**config.mk**
```make
export PLATFORM = sky130hd
export DESIGN_NAME = tcp_ctrl
export DESIGN_NICKNAME = d
export VERILOG_FILES = /design/src/logic/tcp_pkg.sv /design/src/logic/tcp_ctrl.sv
export SDC_FILE = /design/constraint.sdc
export NUM_CORES = 1
export LEC_CHECK = 0
export BUFFER_PORTS_ARGS = -buffer_cell sky130_fd_sc_hd__buf_2
export CORE_UTILIZATION = 56
export CTS_CLUSTER_SIZE = 12
export DETAILED_ROUTE_END_ITERATION = 6
export PLACE_DENSITY = 0.78
export SLEW_MARGIN = 20
export SYNTH_ARGS = -nofsm -noshare
export SYNTH_HDL_FRONTEND = slang
export SYNTH_SLANG_ARGS = --single-unit
```
**constraint.sdc**
```tcl
create_clock -name i_ref_clk -period 2.25 [get_ports i_ref_clk]
set_input_delay 0.675 -clock i_ref_clk [delete_from_list [all_inputs] [get_ports i_ref_clk]]
set_output_delay 0.675 -clock i_ref_clk [all_outputs]
set_load 0.005 [all_outputs]
```
**src/logic/tcp_pkg.sv**
```systemverilog
// Purpose: shared constants for the timer, capture and pwm control block
// Assumes: 8-bit register port, 10 MHz core clock
// Notes: offsets are byte indices on the plain register port
package tcp_pkg;
    localparam int unsigned TCP_AW = 4;
    localparam int unsigned TCP_DW = 8;
    // register offsets
    localparam logic [3:0] TCP_OFS_CTRL = 4'h0;
    localparam logic [3:0] TCP_OFS_CA1L = 4'h1;
    localparam logic [3:0] TCP_OFS_CA1H = 4'h2;
    localparam logic [3:0] TCP_OFS_CAPTURE2_LOW_BYTE = 4'h3;
    localparam logic [3:0] TCP_OFS_CAPTURE2_HIGH_BYTE = 4'h4;
    localparam logic [3:0] TCP_OFS_T1 = 4'h5;
    localparam logic [3:0] TCP_OFS_T2 = 4'h6;
    localparam logic [3:0] TCP_OFS_T3L = 4'h7;
    localparam logic [3:0] TCP_OFS_T3H = 4'h8;
    localparam logic [3:0] TCP_OFS_CFG = 4'h9;
    localparam logic [3:0] TCP_OFS_IRQ_STAT = 4'hA;
    localparam logic [3:0] TCP_OFS_IRQ_MASK = 4'hB;
    // status/control field positions
    localparam int unsigned TCP_B_CA2OV = 7;
    localparam int unsigned TCP_B_CA1OV = 6;
    localparam int unsigned TCP_B_PWM2 = 5;
    localparam int unsigned TCP_B_PWM1 = 4;
    localparam int unsigned TCP_B_SEL = 3;
    localparam int unsigned TCP_B_T3RUN = 2;
    localparam int unsigned TCP_B_T2RUN = 1;
    localparam int unsigned TCP_B_T1RUN = 0;
    // config register: cascade select and pin direction bits
    localparam int unsigned TCP_B_CASC = 0;
    localparam int unsigned TCP_B_DIR2 = 1;
    localparam int unsigned TCP_B_DIR3 = 2;
    // interrupt bits: capture1, capture2, overflow1, overflow2
    localparam int unsigned TCP_IRQ_N = 4;
    // writable mask of the status/control register
    localparam logic [7:0] TCP_CTRL_WMASK = 8'h3F;
    localparam logic [7:0] TCP_RST_BYTE = 8'h00;
    localparam logic [15:0] TCP_RST_WORD = 16'h0000;
    localparam logic [2:0] TCP_RST_CFG = 3'h6;
    localparam logic [3:0] TCP_RST_IRQ = 4'h0;
    localparam int unsigned TCP_SYNC_N = 3;
endpackage

```
**src/logic/tcp_ctrl.sv**
```systemverilog
// Purpose: control/status register, capture latching and timer run gating
// Assumes: capture event pins asynchronous; register port on i_ref_clk
// Notes: pwm duty generation lives outside; this block steers pin direction
//
// Implementation choices: the plain strobed port and the register addresses.
module tcp_ctrl (
    // clock and reset
    input wire logic i_ref_clk,
    input wire logic i_rst_n,
    // register port
    input wire logic [tcp_pkg::TCP_AW-1:0] i_addr,
    input wire logic [tcp_pkg::TCP_DW-1:0] i_wdata,
    input wire logic i_wr,
    input wire logic i_rd,
    output logic [tcp_pkg::TCP_DW-1:0] o_rdata,
    // capture event pins, asynchronous
    input wire logic i_cap1_pin,
    input wire logic i_cap2_pin,
    // pwm drive from the duty logic
    input wire logic i_pwm1_level,
    input wire logic i_pwm2_level,
    // shared pin outputs, enable low while driving
    output logic o_pwm1_shared_pin_oe_n,
    output logic o_pwm2_shared_pin_oe_n,
    output logic o_pwm1_enable,
    output logic o_pwm2_enable,
    // interrupt
    output logic o_irq
);
    import tcp_pkg::*;

    logic [7:0] ctrl;
    logic [2:0] cfg;
    logic [15:0] cap1;
    logic [15:0] cap2;
    logic [7:0] t1;
    logic [7:0] t2;
    logic [15:0] t3;
    logic [15:0] next_t3;
    logic [1:0] full;
    logic [1:0] master_ov;
    logic [1:0] rd_lo;
    logic [1:0] rd_hi;
    logic [1:0] both_read;
    logic [1:0] cap_evt;
    logic [1:0] cap_edge;
    logic [1:0] cap_level;
    logic [TCP_SYNC_N-1:0] sync [2];
    logic [TCP_IRQ_N-1:0] irq_stat;
    logic [TCP_IRQ_N-1:0] irq_mask;
    logic [TCP_IRQ_N-1:0] irq_evt;
    logic t1_wrap;

    // three-stage synchroniser per capture pin; only stages 2 and 3 are compared
    genvar g;
    generate
        for (g = 0; g < 2; g++) begin : g_sync
            always_ff @(posedge i_ref_clk) begin
                if (!i_rst_n) begin
                    sync[g] <= '0;
                end else begin
                    sync[g] <= {sync[g][TCP_SYNC_N-2:0], (g == 0) ? i_cap1_pin : i_cap2_pin};
                end
            end
            // a change counts once stages 2 and 3 agree
            always_ff @(posedge i_ref_clk) begin
                if (!i_rst_n) begin
                    cap_level[g] <= 1'b0;
                end else if (sync[g][1] == sync[g][2]) begin
                    cap_level[g] <= sync[g][2];
                end
            end
            assign cap_edge[g] = (sync[g][1] == sync[g][2]) && sync[g][2] && !cap_level[g];
        end
    endgenerate

    // capture1 only exists while the select bit is set
    assign cap_evt[0] = cap_edge[0] && ctrl[TCP_B_SEL];
    assign cap_evt[1] = cap_edge[1];

    // byte read tracking; both_read fires when the pair completes in either order
    always_ff @(posedge i_ref_clk) begin
        if (!i_rst_n || both_read[0]) begin
            rd_lo[0] <= 1'b0;
            rd_hi[0] <= 1'b0;
        end else if (i_rd) begin
            if (i_addr == TCP_OFS_CA1L) rd_lo[0] <= 1'b1;
            if (i_addr == TCP_OFS_CA1H) rd_hi[0] <= 1'b1;
        end
    end
    always_ff @(posedge i_ref_clk) begin
        if (!i_rst_n || both_read[1]) begin
            rd_lo[1] <= 1'b0;
            rd_hi[1] <= 1'b0;
        end else if (i_rd) begin
            if (i_addr == TCP_OFS_CAPTURE2_LOW_BYTE) rd_lo[1] <= 1'b1;
            if (i_addr == TCP_OFS_CAPTURE2_HIGH_BYTE) rd_hi[1] <= 1'b1;
        end
    end
    assign both_read[0] = rd_lo[0] && rd_hi[0];
    assign both_read[1] = rd_lo[1] && rd_hi[1];

    // full marks an unread capture; a new event while full is an overflow
    always_ff @(posedge i_ref_clk) begin
        if (!i_rst_n) begin
            full <= 2'h0;
            master_ov <= 2'h0;
        end else begin
            for (int i = 0; i < 2; i++) begin
                // event wins over the read-clear in the same cycle
                if (cap_evt[i] && full[i] && !both_read[i]) begin
                    master_ov[i] <= 1'b1;
                end else if (both_read[i]) begin
                    master_ov[i] <= cap_evt[i] && full[i];
                end
                if (cap_evt[i]) begin
                    full[i] <= 1'b1;
                end else if (both_read[i]) begin
                    full[i] <= 1'b0;
                end
            end
        end
    end

    // load the capture pair only when empty or fully read in the same cycle, so the oldest unread value survives
    always_ff @(posedge i_ref_clk) begin
        if (!i_rst_n) begin
            cap1 <= TCP_RST_WORD;
        end else if (i_wr && !ctrl[TCP_B_SEL] && i_addr == TCP_OFS_CA1L) begin
            cap1[7:0] <= i_wdata; // period register write
        end else if (i_wr && !ctrl[TCP_B_SEL] && i_addr == TCP_OFS_CA1H) begin
            cap1[15:8] <= i_wdata;
        end else if (cap_evt[0] && (!full[0] || both_read[0])) begin
            cap1 <= t3;
        end
    end
    always_ff @(posedge i_ref_clk) begin
        if (!i_rst_n) begin
            cap2 <= TCP_RST_WORD;
        end else if (cap_evt[1] && (!full[1] || both_read[1])) begin
            cap2 <= t3;
        end
    end

    // control register: overflow bits are read-only, loaded from the master flags
    always_ff @(posedge i_ref_clk) begin
        if (!i_rst_n) begin
            ctrl <= TCP_RST_BYTE;
        end else begin
            if (i_wr && i_addr == TCP_OFS_CTRL) begin
                ctrl[5:0] <= i_wdata[5:0] & TCP_CTRL_WMASK[5:0];
            end
            if (both_read[0]) ctrl[TCP_B_CA1OV] <= master_ov[0];
            if (both_read[1]) ctrl[TCP_B_CA2OV] <= master_ov[1];
        end
    end

    // config: cascade select and pin direction bits (1 = input)
    always_ff @(posedge i_ref_clk) begin
        if (!i_rst_n) begin
            cfg <= TCP_RST_CFG;
        end else if (i_wr && i_addr == TCP_OFS_CFG) begin
            cfg <= i_wdata[2:0];
        end
    end

    // timers 1 and 2; cascade makes t2:t1 one 16-bit counter under run bit 0
    // software must also set timer2 run in cascade
    assign t1_wrap = (t1 == 8'hFF);
    always_ff @(posedge i_ref_clk) begin
        if (!i_rst_n) begin
            t1 <= TCP_RST_BYTE;
        end else if (i_wr && i_addr == TCP_OFS_T1) begin
            t1 <= i_wdata;
        end else if (ctrl[TCP_B_T1RUN]) begin
            t1 <= t1 + 8'h01;
        end
    end
    always_ff @(posedge i_ref_clk) begin
        if (!i_rst_n) begin
            t2 <= TCP_RST_BYTE;
        end else if (i_wr && i_addr == TCP_OFS_T2) begin
            t2 <= i_wdata;
        end else if (ctrl[TCP_B_T2RUN]) begin
            if (!cfg[TCP_B_CASC]) begin
                t2 <= t2 + 8'h01;
            end else if (ctrl[TCP_B_T1RUN] && t1_wrap) begin
                t2 <= t2 + 8'h01;
            end
        end
    end

    // timer3 wraps at the period only when the pair is the period register
    always_comb begin
        next_t3 = t3 + 16'h0001;
        if (!ctrl[TCP_B_SEL] && t3 >= cap1) begin
            next_t3 = TCP_RST_WORD;
        end
    end
    always_ff @(posedge i_ref_clk) begin
        if (!i_rst_n) begin
            t3 <= TCP_RST_WORD;
        end else if (i_wr && i_addr == TCP_OFS_T3L) begin
            t3[7:0] <= i_wdata;
        end else if (i_wr && i_addr == TCP_OFS_T3H) begin
            t3[15:8] <= i_wdata;
        end else if (ctrl[TCP_B_T3RUN]) begin
            t3 <= next_t3;
        end
    end

    // pwm enable overrides the direction bit; disabled pins follow it
    assign o_pwm1_enable = ctrl[TCP_B_PWM1];
    assign o_pwm2_enable = ctrl[TCP_B_PWM2];
    assign o_pwm1_shared_pin_oe_n = ctrl[TCP_B_PWM1] ? 1'b0 : cfg[TCP_B_DIR2];
    assign o_pwm2_shared_pin_oe_n = ctrl[TCP_B_PWM2] ? 1'b0 : cfg[TCP_B_DIR3];

    // sticky interrupt status, write one to clear, set wins over clear
    assign irq_evt = {
        ctrl[TCP_B_CA2OV] == 1'b0 && both_read[1] && master_ov[1],
        ctrl[TCP_B_CA1OV] == 1'b0 && both_read[0] && master_ov[0],
        cap_evt[1] && !full[1],
        cap_evt[0] && !full[0]
    };
    always_ff @(posedge i_ref_clk) begin
        if (!i_rst_n) begin
            irq_stat <= TCP_RST_IRQ;
        end else if (i_wr && i_addr == TCP_OFS_IRQ_STAT) begin
            irq_stat <= (irq_stat & ~i_wdata[TCP_IRQ_N-1:0]) | irq_evt;
        end else begin
            irq_stat <= irq_stat | irq_evt;
        end
    end
    always_ff @(posedge i_ref_clk) begin
        if (!i_rst_n) begin
            irq_mask <= TCP_RST_IRQ;
        end else if (i_wr && i_addr == TCP_OFS_IRQ_MASK) begin
            irq_mask <= i_wdata[TCP_IRQ_N-1:0];
        end
    end
    assign o_irq = |(irq_stat & irq_mask);

    // read data registered, one cycle after the strobe; unmapped reads zero
    always_ff @(posedge i_ref_clk) begin
        if (!i_rst_n) begin
            o_rdata <= TCP_RST_BYTE;
        end else if (i_rd) begin
            unique case (i_addr)
                TCP_OFS_CTRL: o_rdata <= ctrl;
                TCP_OFS_CA1L: o_rdata <= cap1[7:0];
                TCP_OFS_CA1H: o_rdata <= cap1[15:8];
                TCP_OFS_CAPTURE2_LOW_BYTE: o_rdata <= cap2[7:0];
                TCP_OFS_CAPTURE2_HIGH_BYTE: o_rdata <= cap2[15:8];
                TCP_OFS_T1: o_rdata <= t1;
                TCP_OFS_T2: o_rdata <= t2;
                TCP_OFS_T3L: o_rdata <= t3[7:0];
                TCP_OFS_T3H: o_rdata <= t3[15:8];
                TCP_OFS_CFG: o_rdata <= {5'h00, cfg};
                TCP_OFS_IRQ_STAT: o_rdata <= {4'h0, irq_stat};
                TCP_OFS_IRQ_MASK: o_rdata <= {4'h0, irq_mask};
                default: o_rdata <= TCP_RST_BYTE;
            endcase
        end else begin
            o_rdata <= TCP_RST_BYTE;
        end
    end

    // assertions: capture overflow and the double-buffered status
    ovf2_set_a: assert property (@(posedge i_ref_clk) disable iff (!i_rst_n)
        cap_evt[1] && full[1] && !both_read[1] |=> master_ov[1])
        else $error("capture2 overflow not recorded");
    ovf1_set_a: assert property (@(posedge i_ref_clk) disable iff (!i_rst_n)
        cap_evt[0] && full[0] && !both_read[0] |=> master_ov[0])
        else $error("capture1 overflow not recorded");
    cap2_keep_a: assert property (@(posedge i_ref_clk) disable iff (!i_rst_n)
        full[1] && !both_read[1] |=> $stable(cap2))
        else $error("unread capture2 overwritten");
    cap1_keep_a: assert property (@(posedge i_ref_clk) disable iff (!i_rst_n)
        full[0] && !both_read[0] && !i_wr |=> $stable(cap1))
        else $error("unread capture1 overwritten");
    cap2_load_a: assert property (@(posedge i_ref_clk) disable iff (!i_rst_n)
        cap_evt[1] && !full[1] |=> cap2 == $past(t3))
        else $error("empty capture2 not loaded");
    ovf_copy_a: assert property (@(posedge i_ref_clk) disable iff (!i_rst_n)
        both_read[1] |=> ctrl[TCP_B_CA2OV] == $past(master_ov[1]))
        else $error("overflow copy wrong");
    ovf1_copy_a: assert property (@(posedge i_ref_clk) disable iff (!i_rst_n)
        both_read[0] |=> ctrl[TCP_B_CA1OV] == $past(master_ov[0]))
        else $error("capture1 overflow copy wrong");
    master_clr_a: assert property (@(posedge i_ref_clk) disable iff (!i_rst_n)
        both_read[0] && !cap_evt[0] |=> !master_ov[0])
        else $error("master overflow not cleared");
    no_cap1_a: assert property (@(posedge i_ref_clk) disable iff (!i_rst_n)
        !ctrl[TCP_B_SEL] && !i_wr |=> $stable(cap1))
        else $error("capture1 loaded in period mode");

    // pin steering and timer gating
    pwm_force_a: assert property (@(posedge i_ref_clk) disable iff (!i_rst_n)
        ctrl[TCP_B_PWM1] |-> !o_pwm1_shared_pin_oe_n)
        else $error("pwm1 pin not driven");
    pwm2_force_a: assert property (@(posedge i_ref_clk) disable iff (!i_rst_n)
        ctrl[TCP_B_PWM2] |-> !o_pwm2_shared_pin_oe_n)
        else $error("pwm2 pin not driven");
    pwm_off_a: assert property (@(posedge i_ref_clk) disable iff (!i_rst_n)
        !ctrl[TCP_B_PWM2] |-> o_pwm2_shared_pin_oe_n == cfg[TCP_B_DIR3])
        else $error("pwm2 pin ignores direction");
    pwm1_off_a: assert property (@(posedge i_ref_clk) disable iff (!i_rst_n)
        !ctrl[TCP_B_PWM1] |-> o_pwm1_shared_pin_oe_n == cfg[TCP_B_DIR2])
        else $error("pwm1 pin ignores direction");
    t2_hold_a: assert property (@(posedge i_ref_clk) disable iff (!i_rst_n)
        !ctrl[TCP_B_T2RUN] && !i_wr |=> $stable(t2))
        else $error("timer2 moved while stopped");
    t2_run_a: assert property (@(posedge i_ref_clk) disable iff (!i_rst_n)
        ctrl[TCP_B_T2RUN] && !cfg[TCP_B_CASC] && !i_wr |=> t2 == $past(t2) + 8'h01)
        else $error("timer2 not counting");
    t1_hold_a: assert property (@(posedge i_ref_clk) disable iff (!i_rst_n)
        !ctrl[TCP_B_T1RUN] && !i_wr |=> $stable(t1))
        else $error("timer1 moved while stopped");
    casc_hold_a: assert property (@(posedge i_ref_clk) disable iff (!i_rst_n)
        cfg[TCP_B_CASC] && !ctrl[TCP_B_T1RUN] && !i_wr |=> $stable(t2))
        else $error("cascade upper byte moved while stopped");
    t3_run_a: assert property (@(posedge i_ref_clk) disable iff (!i_rst_n)
        ctrl[TCP_B_T3RUN] && ctrl[TCP_B_SEL] && !i_wr |=> t3 == $past(t3) + 16'h0001)
        else $error("timer3 not counting");

    // main scenarios reached
    ov_cov: cover property (@(posedge i_ref_clk) cap_evt[1] && full[1]);
    rd_cov: cover property (@(posedge i_ref_clk) both_read[0] && master_ov[0]);
    irq_cov: cover property (@(posedge i_ref_clk) o_irq);
    casc_cov: cover property (@(posedge i_ref_clk) cfg[TCP_B_CASC] && ctrl[TCP_B_T1RUN] && t1_wrap);
    pwm_cov: cover property (@(posedge i_ref_clk) ctrl[TCP_B_PWM1] && ctrl[TCP_B_PWM2]);
endmodule

```
==> Implementation_results.wiki <==
{| class="wikitable"
! Metric !! Value
|-
| # Max-Cap Violations || 0
|-
| Fraction of final layout cells with drive strength greater than 1 || 22.6%
|-
| DP Area || 0.00662 sq mm
|-
| Number of flip-flops and latches in the synthesized netlist || 107
|-
| Detailed-route wire length || 18700 um
|-
| Die H || 106 um
|-
| Max clock buf depth || 2
|-
| Clock sink count || 107
|-
| Count of nets after finishing || 817
|-
| ANT nets after route || 0
|-
| Crit. End Element || register
|-
| Synth area leaders || sky130_fd_sc_hd__dfxtp_1 (36%), sky130_fd_sc_hd__nand2_1 (7.1%), sky130_fd_sc_hd__o211a_1 (4.7%)
|-
| Compound-Gate Fraction of Synth Area || 25.6%
|-
| Final worst path period share || 101%
|-
| Combinational family with the most area after synthesis || compound AO/OA/AOI/OAI gates
|-
| Number of buffers added by the clock tree synthesis step || 9
|-
| Core area || 0.0104 sq mm
|-
| Source of the worst register-to-register timing path || cap1[1]
|-
| Count of port buffers added during placement || 30
|-
| Total number of yosys warnings || 0
|-
| Crit-path cells || inv_1, ha_4, a2111oi_4, a21oi_2, a211oi_4, a32oi_4, buf_6, o41ai_4, o21a_1
|-
| Routed length per instance || 20.4 um
|-
| Register-to-Register Setup Slack || -0.02 ns
|-
| Clock tree from TritonCTS || done
|-
| Drc violations || 0
|-
| Starting utilization of the core area || 58.0%
|-
| Avg Inst Size Synth || 8.38 sq um
|-
| Fraction of the yosys area taken by sequential cells || 35.6%
|-
| Leading register cell type out of synthesis || sky130_fd_sc_hd__dfxtp_1
|-
| Placed wire-length estimate || 13200 um
|-
| Count of flip-flops with a built-in enable after synthesis || 0
|-
| Pre-CTS setup slack || -0.174 ns
|-
| Clock tree root driver cell || sky130_fd_sc_hd__clkbuf_8
|-
| Post-synthesis share of cell area spent on and, or, nand and nor gates || 21.9%
|-
| Unrepaired setup endpoints after global routing || yes
|-
| Total number of placement rows || 37
|-
| Power density cells || 561 mW/mm^2
|-
| 1st-pass router iterations || 7
|-
| Final count of pins violating max slew || 0
|-
| Violations in the final reports || setup timing
|-
| Min Clock Period, post-route || 2.27 ns
|-
| Setup ws final || -0.0170 ns
|-
| CP Data Required Time || 2.59 ns
|-
| Fraction of registers with async set or reset after synthesis || 0%
|-
| Maximum number of pins on one net before global-route repair || 53
|-
| Via count of the first global-routing pass || 5505
|-
| Critical path endpoint || t3[2]
|-
| Final worst hold slack || 0.446 ns
|-
| Result of the run || complete, but fails checks
|-
| Detailed-route via count || 5764
|-
| Total number of cells along the worst setup path || 9
|-
| Number of antenna violations at the first check in global routing || 0
|-
| Max-slew headroom || 56.0%
|-
| Area share of fa/ha/maj cells after synthesis || 4.37%
|-
| Parity-gate share of the synthesized area counting xor and xnor cells || 2.04%
|-
| Buffers & Inverters on Critical Path || 2
|-
| Crit Path Class || register to register
|-
| Slew at the pin closest to its max-slew limit || 0.659 ns
|-
| Antenna cell count || 0
|-
| Critical path peak fanout || 5
|-
| Post-Synthesis Cell Area || 0.00601 sq mm
|-
| Area growth, synth to finish || 19.5%
|-
| Overflow after GRT || 0
|-
| Leakage power || 2.89 nW
|-
| Standard cell with the maximum stage delay on the critical path || sky130_fd_sc_hd__dfxtp_2
|-
| Family with the most delay on the worst path || compound AO/OA/AOI/OAI gates
|-
| Final GP Congestion || 0.902
|-
| Post-synthesis net count || 759
|-
| Finished layout cell area || 0.00719 sq mm
|-
| Dominant cell type by area after synthesis || sky130_fd_sc_hd__dfxtp_1
|-
| Fmax || 441 MHz
|-
| Peak VDD IR || 0.495 mV
|-
| Yosys cell types || 59
|-
| WP data arrival || 2.61 ns
|-
| Fraction of synthesized area in multiplexers || 5.47%
|-
| GRT Overall Usage || 34.3%
|-
| Count of placed standard cells including taps || 890
|-
| Number of buffers added to fix hold violations after cts || 0
|-
| Worst Setup Start Kind || register
|-
| Post-route non-filler standard cell count || 916
|-
| Final design utilization || 69.3%
|-
| Clock Skew || 0.0148 ns
|-
| Crit path launch || cap1[1]
|-
| Delay of the slowest cell on the worst path || 0.35 ns
|-
| Number of vias per cell after detailed routing || 6.29
|-
| Maximum level of the CTS H-tree || 3
|-
| Clock Latency Late Sink || 0.40 ns
|-
| Iter 0 DRT Violations || 416
|-
| First-pass GRT wire length || 29000 um
|-
| Filler cells || 859
|-
| Setup violators final || 2
|-
| Min-delay worst type || register to register
|-
| Hold path startpoint || sync[0][0]
|-
| Floorplan die width || 106 um
|-
| Total Die Area || 0.0112 sq mm
|-
| Area share of the largest cell type after synthesis || 35.6%
|-
| Number of cells produced by synthesis || 718
|-
| Clock transition at the register clock pins on the worst setup and hold paths after CTS || 0.10 ns
|-
| Final count of hold timing violations || 0
|-
| R2R Path End || t3[2]
|-
| Number of cells on the worst reg-to-reg path || 9
|-
| Count of pins on the block boundary || 33
|}
## worst min path at each step
stage	end	slack (ns)	depth (start not counted)
global placement	sync[0][1]	0.41	1
CTS	sync[0][1]	0.45	1
global route	sync[0][1]	0.48	1
floorplan	sync[0][1]	0.41	1
detailed placement	sync[0][1]	0.42	1
finish	sync[0][1]	0.45	1
## metrics by stage
step	total power, mW	setup TNS [ns]
after floorplan	2.31	-0.0581
after global placement	2.50	-0.140
after detailed placement	2.52	-0.871
after CTS	3.99	0
after global routing	4.15	-0.553
final	4.03	-0.0237
## routing by layer
layer  vias to the layer above  global-route usage [%]  part of all wire [%]
li1                       2685                       -                     -
met1                      2758                    44.8                    42
met2                       267                    54.5                    46
met3                        54                    8.04                   8.3
met4                         0                    14.3                   3.9
met5                         -                       0                     0
## cells by family (layout without fill, tap and decap cells)
group / after synthesis / after routing
adders and majority gates: 21 / 21
buffers and inverters: 75 / 136
xor gates and xnor gates: 14 / 14
and+or+nand+nor: 264 / 264
DFF: 107 / 107
muxes: 30 / 30
AOI/OAI and AO/OA: 207 / 208
## state kept, by name, indices dropped and copies added (netlist names), 6 cells and up
name	count
cap1	16
cap2	16
ctrl	8
o_rdata	8
sync	6
t1	8
t2	8
t3	16
## cells in the mapped netlist (7+ instances only)
library cell / count
sky130_fd_sc_hd__o21ai_0: 22
sky130_fd_sc_hd__a21oi_1: 38
sky130_fd_sc_hd__inv_1: 21
sky130_fd_sc_hd__nor2b_1: 28
sky130_fd_sc_hd__o211ai_1: 15
sky130_fd_sc_hd__dfxtp_1: 107
sky130_fd_sc_hd__buf_2: 7
sky130_fd_sc_hd__o21a_1: 13
sky130_fd_sc_hd__a21boi_0: 29
sky130_fd_sc_hd__and2_1: 10
sky130_fd_sc_hd__xor2_1: 10
sky130_fd_sc_hd__nand2_1: 114
sky130_fd_sc_hd__nor2_1: 24
sky130_fd_sc_hd__clkbuf_1: 39
sky130_fd_sc_hd__a22oi_1: 17
sky130_fd_sc_hd__nor3_1: 10
sky130_fd_sc_hd__ha_1: 21
sky130_fd_sc_hd__o211a_1: 28
sky130_fd_sc_hd__a22o_1: 13
sky130_fd_sc_hd__or3_1: 8
sky130_fd_sc_hd__nand2b_1: 10
sky130_fd_sc_hd__nand3_1: 25
sky130_fd_sc_hd__mux2i_1: 25
sky130_fd_sc_hd__nand4_1: 10
## report_power, final
group          total [mW]  leakage (nW)  internal [mW]  switching (mW)
clock network        1.41         0.112          0.732           0.680
registers            1.96         0.871           1.93          0.0293
logic               0.663          1.90          0.295           0.367
## worst reg2reg max path: stages (launching register included)
cell and delay, ns:
sky130_fd_sc_hd__dfxtp_2 0.35, sky130_fd_sc_hd__inv_1 0.08, sky130_fd_sc_hd__ha_4 0.25, sky130_fd_sc_hd__a2111oi_4 0.35
sky130_fd_sc_hd__a21oi_2 0.09, sky130_fd_sc_hd__a211oi_4 0.28, sky130_fd_sc_hd__a32oi_4 0.21, sky130_fd_sc_hd__buf_6 0.17
sky130_fd_sc_hd__o41ai_4 0.29, sky130_fd_sc_hd__o21a_1 0.15
## placed cells by master (no fill, tap or decap), types with 23 or more instances in the layout
cell,synthesis,routed
sky130_fd_sc_hd__dfxtp_1,107,94
sky130_fd_sc_hd__nor2b_1,28,28
sky130_fd_sc_hd__nor2_1,24,23
sky130_fd_sc_hd__nand2_1,114,114
sky130_fd_sc_hd__a21boi_0,29,26
sky130_fd_sc_hd__o211a_1,28,28
sky130_fd_sc_hd__a21oi_1,38,30
sky130_fd_sc_hd__nand3_1,25,24
sky130_fd_sc_hd__mux2i_1,25,25
sky130_fd_sc_hd__buf_4,0,64
sky130_fd_sc_hd__buf_2,7,30
## repair_timing
item / CTS / global route
endpoints found under the setup margin: 10 / 15
endpoints found under the hold margin: 0 / 0
gates cloned: 1 / 0
buffers inserted: 7 / 4
gates resized for setup: 34 / 20
pin swaps: 10 / 17
## area by class of cell
cell class,count,area [sq um],area share (%)
Multi-Input combinational cell,537,3830,53.3
Sequential cell,107,2160,30.0
Timing Repair Buffer,100,716,9.96
Tap cell,136,170,2.37
Clock buffer,10,128,1.78
Clock inverter,5,103,1.43
Inverter,21,78.8,1.10
(Power assumes the default switching activity.)
